**config.mk**
```make
export PLATFORM = sky130hd
export DESIGN_NAME = alc_host
export DESIGN_NICKNAME = d
export VERILOG_FILES = /design/src/design/alc_pkg.sv /design/src/design/alc_sync.sv /design/src/design/alc_host.sv
export SDC_FILE = /design/constraint.sdc
export NUM_CORES = 1
export LEC_CHECK = 0
export BUFFER_PORTS_ARGS = -buffer_cell sky130_fd_sc_hd__buf_2
export CORE_MARGIN = 4
export CORE_UTILIZATION = 53
export DETAILED_ROUTE_END_ITERATION = 16
export PLACE_DENSITY = 0.74
export SLEW_MARGIN = 20
export SYNTH_ARGS = -nofsm -noshare
export SYNTH_HDL_FRONTEND = slang
export SYNTH_SLANG_ARGS = --single-unit
```
**constraint.sdc**
```tcl
create_clock -name i_clk -period 2 [get_ports i_clk]
set_input_delay 0.4 -clock i_clk [delete_from_list [all_inputs] [get_ports i_clk]]
set_output_delay 0.4 -clock i_clk [all_outputs]
set_load 0.02 [all_outputs]
```
**src/design/alc_pkg.sv**
```systemverilog
package alc_pkg;

  // ************************************************************
  // Slice geometry
  // ************************************************************
  localparam int SLICE_W    = 4;
  localparam int NUM_SLICES = 4;

  // ************************************************************
  // Select codes, listed as {select_3, select_2, select_1, select_0}
  // ************************************************************
  localparam logic [3:0] SEL_ADD  = 4'h9;  // Select 0 and 3 high, 1 and 2 low
  localparam logic [3:0] SEL_PASS = 4'h0;  // All select lines low passes A
  localparam logic [3:0] SEL_SUB  = 4'h6;  // Plain default, retune per part
  localparam logic [3:0] SEL_XOR  = 4'h6;  // Same code, taken with mode high

  // ************************************************************
  // Mode and pin polarities
  // ************************************************************
  localparam logic MODE_ARITH       = 1'b0;
  localparam logic MODE_LOGIC       = 1'b1;
  localparam logic CARRY_IN_ACTIVE  = 1'b1;
  localparam logic CARRY_OUT_ACTIVE = 1'b1;

  // ************************************************************
  // User commands
  // ************************************************************
  localparam logic [1:0] OP_ADD      = 2'h0;
  localparam logic [1:0] OP_SUB      = 2'h1;
  localparam logic [1:0] OP_XOR      = 2'h2;
  localparam logic [1:0] OP_ADD_PASS = 2'h3;

  // ************************************************************
  // Timing and reset values
  // ************************************************************
  localparam int          SYNC_STAGES   = 3;
  // Pin change shows at the filter output on the fourth edge; read on the fifth
  localparam int          SETTLE_CYCLES = SYNC_STAGES + 2;
  localparam logic [3:0]  WAIT_RST      = 4'h0;
  localparam logic [2:0]  PASS_RST      = 3'h0;

  typedef enum logic [1:0] {
    ST_IDLE,
    ST_SETTLE,
    ST_CAPTURE
  } alc_state_type;

endpackage

```
**src/design/alc_sync.sv**
```systemverilog
`timescale 1ns/1ps

// ************************************************************
// Three stage input filter: change taken when stages 2 and 3 agree
// ************************************************************
module alc_sync
  import alc_pkg::*;
#(
  parameter int WIDTH = 1
) (
  input  wire logic             i_clk,
  input  wire logic             i_sys_rst,
  input  wire logic [WIDTH-1:0] i_async,
  output logic      [WIDTH-1:0] o_sync
);

  genvar gi;
  generate
    for (gi = 0; gi < WIDTH; gi++) begin : g_bit
      logic s1_r;
      logic s2_r;
      logic s3_r;
      logic out_r;

      // Stage 1 is seen only by stage 2, to keep metastability contained
      always_ff @(posedge i_clk) begin
        if (i_sys_rst) begin
          s1_r  <= 1'b0;
          s2_r  <= 1'b0;
          s3_r  <= 1'b0;
          out_r <= 1'b0;
        end else begin
          s1_r <= i_async[gi];
          s2_r <= s1_r;
          s3_r <= s2_r;
          if (s2_r == s3_r) begin
            out_r <= s3_r;
          end
        end
      end

      assign o_sync[gi] = out_r;
    end
  endgenerate

endmodule // alc_sync

```
**src/design/alc_host.sv**
```systemverilog
//Contract
// - Equality outputs are open collector and wired together across slices.
// - Ripple mode: each carry in driven from next lower slice carry out.
// - Active-high auxiliary terms are wired exactly like generate and propagate.
// - Sixteen-bit word from four slices, carry ins supplied per slice.
// - Word equivalence is AND over slices of propagate and generate terms.
// - Add-or-pass: select 0 and 3 tied as control, 1 and 2 low.
`timescale 1ns/1ps

module alc_host
  import alc_pkg::*;
#(
  parameter int N_SLICE = NUM_SLICES
) (
  input  wire logic                         i_clk,
  input  wire logic                         i_sys_rst,
  // User side
  input  wire logic                         i_start,
  input  wire logic [1:0]                   i_op,
  input  wire logic [SLICE_W*N_SLICE-1:0]   i_a,
  input  wire logic [SLICE_W*N_SLICE-1:0]   i_b,
  input  wire logic                         i_carry_active,
  input  wire logic                         i_add_ctrl,
  output logic                              o_busy,
  output logic                              o_done,
  output logic [SLICE_W*N_SLICE-1:0]        o_result,
  output logic                              o_carry_active,
  output logic                              o_all_ones,
  output logic                              o_equivalent,
  // Slice pins
  output logic [SLICE_W*N_SLICE-1:0]        o_operand_a,
  output logic [SLICE_W*N_SLICE-1:0]        o_operand_b,
  output logic                              o_function_select_0,
  output logic                              o_function_select_1,
  output logic                              o_function_select_2,
  output logic                              o_function_select_3,
  output logic                              o_mode,
  output logic [N_SLICE-1:0]                o_carry_in,
  input  wire logic [SLICE_W*N_SLICE-1:0]   i_function_out,
  input  wire logic [N_SLICE-1:0]           i_carry_output,
  input  wire logic [N_SLICE-1:0]           i_group_generate,
  input  wire logic [N_SLICE-1:0]           i_group_propagate,
  input  wire logic                         i_all_ones_wire
);

  localparam int WORD_W = SLICE_W * N_SLICE;
  localparam int SYNC_W = WORD_W + 3 * N_SLICE + 1;

  // ************************************************************
  // Pin input filtering
  // ************************************************************
  logic [SYNC_W-1:0]  pins_raw;
  logic [SYNC_W-1:0]  pins_sync;
  logic [WORD_W-1:0]  f_sync;
  logic [N_SLICE-1:0] cout_sync;
  logic [N_SLICE-1:0] gen_sync;
  logic [N_SLICE-1:0] prop_sync;
  logic               ones_sync;

  // Wired equality arrives as one resolved level from the tied slices
  assign pins_raw = {i_all_ones_wire, i_group_propagate, i_group_generate,
                     i_carry_output, i_function_out};

  alc_sync #(
    .WIDTH (SYNC_W)
  ) u_sync (
    .i_clk     (i_clk),
    .i_sys_rst (i_sys_rst),
    .i_async   (pins_raw),
    .o_sync    (pins_sync)
  );

  assign f_sync    = pins_sync[WORD_W-1:0];
  assign cout_sync = pins_sync[WORD_W +: N_SLICE];
  assign gen_sync  = pins_sync[WORD_W+N_SLICE +: N_SLICE];
  assign prop_sync = pins_sync[WORD_W+2*N_SLICE +: N_SLICE];
  assign ones_sync = pins_sync[SYNC_W-1];

  // ************************************************************
  // Sequencer
  // ************************************************************
  alc_state_type state_r;
  logic [3:0]    wait_r;
  logic [2:0]    pass_r;
  logic          last_wait;
  logic          last_pass;

  // Each pass waits out the filter so the carries seen are settled
  assign last_wait = (wait_r == 4'(SETTLE_CYCLES - 1));
  assign last_pass = (pass_r == 3'(N_SLICE - 1));

  always_ff @(posedge i_clk) begin
    if (i_sys_rst) begin
      state_r <= ST_IDLE;
      wait_r  <= WAIT_RST;
      pass_r  <= PASS_RST;
    end else begin
      case (state_r)
        ST_IDLE: begin
          wait_r <= WAIT_RST;
          pass_r <= PASS_RST;
          if (i_start) begin
            state_r <= ST_SETTLE;
          end
        end
        ST_SETTLE: begin
          if (last_wait) begin
            wait_r <= WAIT_RST;
            if (last_pass) begin
              state_r <= ST_CAPTURE;
            end else begin
              pass_r <= pass_r + 3'h1;
            end
          end else begin
            wait_r <= wait_r + 4'h1;
          end
        end
        ST_CAPTURE: begin
          state_r <= ST_IDLE;
        end
        default: begin
          state_r <= ST_IDLE;
        end
      endcase
    end
  end

  // ************************************************************
  // Function select and mode drive
  // ************************************************************
  logic [3:0] sel_code;
  logic       mode_code;

  always_comb begin
    sel_code  = SEL_ADD;
    mode_code = MODE_ARITH;
    case (i_op)
      OP_ADD:      sel_code = SEL_ADD;
      OP_SUB:      sel_code = SEL_SUB;
      OP_XOR: begin
        sel_code  = SEL_XOR;
        mode_code = MODE_LOGIC;
      end
      // Single control on lines 0 and 3, lines 1 and 2 held low
      OP_ADD_PASS: sel_code = {i_add_ctrl, 1'b0, 1'b0, i_add_ctrl};
      default:     sel_code = SEL_ADD;
    endcase
  end

  // Operands and codes held steady for the whole operation
  always_ff @(posedge i_clk) begin
    if (i_sys_rst) begin
      o_operand_a         <= '0;
      o_operand_b         <= '0;
      o_function_select_0 <= 1'b0;
      o_function_select_1 <= 1'b0;
      o_function_select_2 <= 1'b0;
      o_function_select_3 <= 1'b0;
      o_mode              <= MODE_ARITH;
    end else if (state_r == ST_IDLE && i_start) begin
      o_operand_a         <= i_a;
      o_operand_b         <= i_b;
      o_function_select_0 <= sel_code[0];
      o_function_select_1 <= sel_code[1];
      o_function_select_2 <= sel_code[2];
      o_function_select_3 <= sel_code[3];
      o_mode              <= mode_code;
    end
  end

  // ************************************************************
  // Ripple carry chain
  // ************************************************************
  // Slow but needs no lookahead package; one filtered pass per slice
  always_ff @(posedge i_clk) begin
    if (i_sys_rst) begin
      o_carry_in <= {N_SLICE{~CARRY_IN_ACTIVE}};
    end else if (state_r == ST_IDLE && i_start) begin
      o_carry_in    <= {N_SLICE{~CARRY_IN_ACTIVE}};
      o_carry_in[0] <= i_carry_active ? CARRY_IN_ACTIVE : ~CARRY_IN_ACTIVE;
    end else if (state_r == ST_SETTLE && last_wait && !last_pass) begin
      o_carry_in[N_SLICE-1:1] <= cout_sync[N_SLICE-2:0];
    end
  end

  // ************************************************************
  // Result capture and status
  // ************************************************************
  always_ff @(posedge i_clk) begin
    if (i_sys_rst) begin
      o_result       <= '0;
      o_carry_active <= 1'b0;
      o_all_ones     <= 1'b0;
      o_equivalent   <= 1'b0;
      o_done         <= 1'b0;
      o_busy         <= 1'b0;
    end else begin
      o_done <= (state_r == ST_CAPTURE);
      o_busy <= (state_r == ST_IDLE) ? i_start : (state_r != ST_CAPTURE);
      if (state_r == ST_CAPTURE) begin
        o_result       <= f_sync;
        // Magnitude flag from the top slice only
        o_carry_active <= (cout_sync[N_SLICE-1] == CARRY_OUT_ACTIVE);
        o_all_ones     <= ones_sync;
        // Auxiliary pair used as is, whatever the operand polarity
        o_equivalent   <= &(gen_sync & prop_sync);
      end
    end
  end

endmodule // alc_host

```
==> run_results.csv <==
group,metric,value,unit
status,outcome,"finished clean",
routing,ant_nets,0,
synthesis,synth_area,6003,sq um
synthesis,synth_xor_area_frac,0,
finish,area_growth,22.74,%
timing,period_share,0.8594,
timing,finalMaxSlewViolations,0,
global_routing,antenna_found_initial,0,
timing,post-route-min-period,1.719,ns
clock_tree,clk_pin_slew,0.06,ns
timing,fmax,581.8,MHz
routing,vias,4449,
synthesis,synth_area_leaders,"dfxtp_1 62%, nor2b_1 9.2%, nand2_1 8.9%",
clock_tree,clockBufferDepth,2,
placement,portBuffers,129,
clock_tree,cts_root_buf,"clkbuf_16",
global_routing,grt_pass1_vias,4316,
routing,dr.pass1.iters,5,
synthesis,syn_avg_cell_area,9.484,sq um
synthesis,synth.mux.area_fraction,0.001667,
synthesis,synth_seq_area_share,0.6169,
synthesis,synth_largest_area_cell,"dfxtp_1",
timing,rsz0062_at_grt,"false",
floorplanning,die_area,13090,sq um
min_path,min_path_type,"primary input to flip-flop",
synthesis,synth_ff_type,"dfxtp_1",
timing,hold_viol,0,
floorplanning,die_y,114.4,um
pwr,irDropWorstVdd,0.7451,mV
timing,slew_headroom,0.7653,
floorplanning,coreArea,10980,sq um
routing,routedWlPerCell,12.46,um
synthesis,synth_edf_count,0,
synthesis,yosysWarningCount,0,
clock_tree,post_cts_resized,0,
synthesis,syn_inst,633,
clock_tree,ctsHoldBuffers,0,
clock_tree,cts.htree.levels,4,
timing,fin_tns_setup,0,ns
finish,layout_commonest_cell,"dfxtp_1",
clock_tree,cts_tree,"built",
routing,drt_wl_total,11290,um
timing,tightest_slew,0.3521,ns
synthesis,synth_top_area_share,0.6169,
routing,avgViaCountPerCell,4.911,
routing,drtIter0Drc,282,
synthesis,yosys.area_share.adder,0.01251,
synthesis,synthSimpleGateAreaFrac,0.2228,
placement,dp_hpwl,7745,um
floorplanning,rows,38,
global_routing,grt_overflow,0,
critical_path,arrival,2.06,ns
critical_path,path_class,"flip-flop to flip-flop",
placement,place_congestion,0.9010,
pwr,p_leak,3.021,nW
global_routing,grt_pass1_wl,18930,um
clock_tree,cts_buffers,17,
synthesis,synthDistinctLibCells,32,
clock_tree,post_cts_buffers,0,
routing,drc,0,
floorplanning,start_util,0.5466,
finish,fill_cells,835,
global_routing,grt_max_degree,57,
critical_path,required,2.34,ns
synthesis,ys_seq_elements,185,
critical_path,end_kind,"flip-flop",
timing,clock-skew-final,0.009403,ns
finish,antenna_cells,0,
timing,setup_viol,0,
critical_path,crit_fanout,6,
synthesis,syn-num-nets,707,
finish,drive_above_1_share,0.2258,
pwr,cellPowerDensity,1052,nW/um^2
synthesis,async_flop_share,0,
finish,layout_common_cells,"185 x dfxtp_1, 143 x nand2_1, 128 x buf_2",
floorplanning,die-width,114.4,um
synthesis,synth_top_family_by_area,"simple AND/OR/NAND/NOR gates",
synthesis,synth_compound_area_frac,0.1088,
clock_tree,clock_latency,0.41,ns
finish,final_nets,827,
global_routing,grt_use_total,0.1787,
critical_path,worst_setup_path_start_kind,"flip-flop",
clock_tree,cts_sinks,185,
job,cap_viol_max_count,0,
pwr,total_power,7.751,mW
floorplanning,io_pins,130,
==> registers in the layout (all words and copies together) (netlist names), 2 cells and up <==
signal              cells
o_carry_in              4
o_operand_a            16
o_operand_b            16
o_result               16
pass_r                  3
state_r                 2
u_sync.g_bit.out_r     29
u_sync.g_bit.s1_r      29
u_sync.g_bit.s2_r      29
u_sync.g_bit.s3_r      29
wait_r                  4
==> per-stage QoR <==
step	area [sq um]	setup WS, ns	cells	util	hold WS [ns]
after global routing	7368	0.1590	906	0.6709	0.1763
after floorplan	6003	0.4798	633	-	0.4138
after CTS	7368	0.2970	906	0.6709	0.1745
after global placement	6735	0.3986	874	0.6132	0.4166
final	7368	0.2812	906	0.6709	0.1933
after detailed placement	6735	0.3334	874	0.6132	0.4234
==> critical path, cell delays in order (launching register included) <==
cell and delay, ns:
dfxtp_1 0.34, ha_1 0.21, ha_1 0.23, nand4bb_1 0.33
or3_1 0.38, a31oi_1 0.16
==> Yosys cell counts (all sizes together), types with 3 or more instances <==
cell type  instances
nand3b             3
dfxtp            185
clkbuf            15
nor2b             88
or3                4
nand2b             4
a21oi             87
nand2            143
inv                4
nor2               7
buf               24
nand3              9
o21ai             33
ha                 6
a31oi              6
==> layout make-up <==
| class | count | area (sq um) | area share |
|---|---|---|---|
| inverters | 4 | 15.01 | 0.002038 |
| repair buffers | 140 | 759.5 | 0.1031 |
| clock buffers | 25 | 495.5 | 0.06724 |
| flip-flops and latches | 185 | 3704 | 0.5026 |
| multi-input cells | 405 | 2082 | 0.2826 |
| clock inverters | 7 | 137.6 | 0.01868 |
| well taps | 140 | 175.2 | 0.02377 |
==> cells by family (layout without fill, tap and decap cells) <==
logic type               Yosys count  in the layout
AO/OA/AOI/OAI                    128            128
AND/OR/NAND/NOR                  270            270
multiplexers                       1              1
adder cells (fa/ha/maj)            6              6
buffers and inverters             43            176
flip-flops                       185            185
==> layer usage <==
metal  GRT usage  share of wire
met4     0.07047         0.0090
met1      0.2100           0.43
met3     0.05338          0.084
met2      0.3054           0.48
met5           0              0
==> path summary, 6_finish.rpt <==
| check | slack [ns] | to | startpoint | cells after the start |
|---|---|---|---|---|
| worst max-delay path | 0.28 | pass_r[0] | pass_r[0] | 5 |
| worst min-delay path | 0.19 | u_sync.g_bit[22].s1_r | i_group_generate[2] | 2 |
| worst max register to register | 0.28 | pass_r[0] | pass_r[0] | 5 |
| worst min register to register | 0.44 | u_sync.g_bit[17].s2_r | u_sync.g_bit[17].s1_r | 1 |
==> where the power goes <==
part           total, mW  internal [mW]  switching (mW)
clock network       3.49           2.22            1.26
registers           3.86           3.80          0.0512
logic              0.410          0.172           0.238
total               7.75           6.20            1.55
No activity file was read; power rests on OpenSTA's default activity.
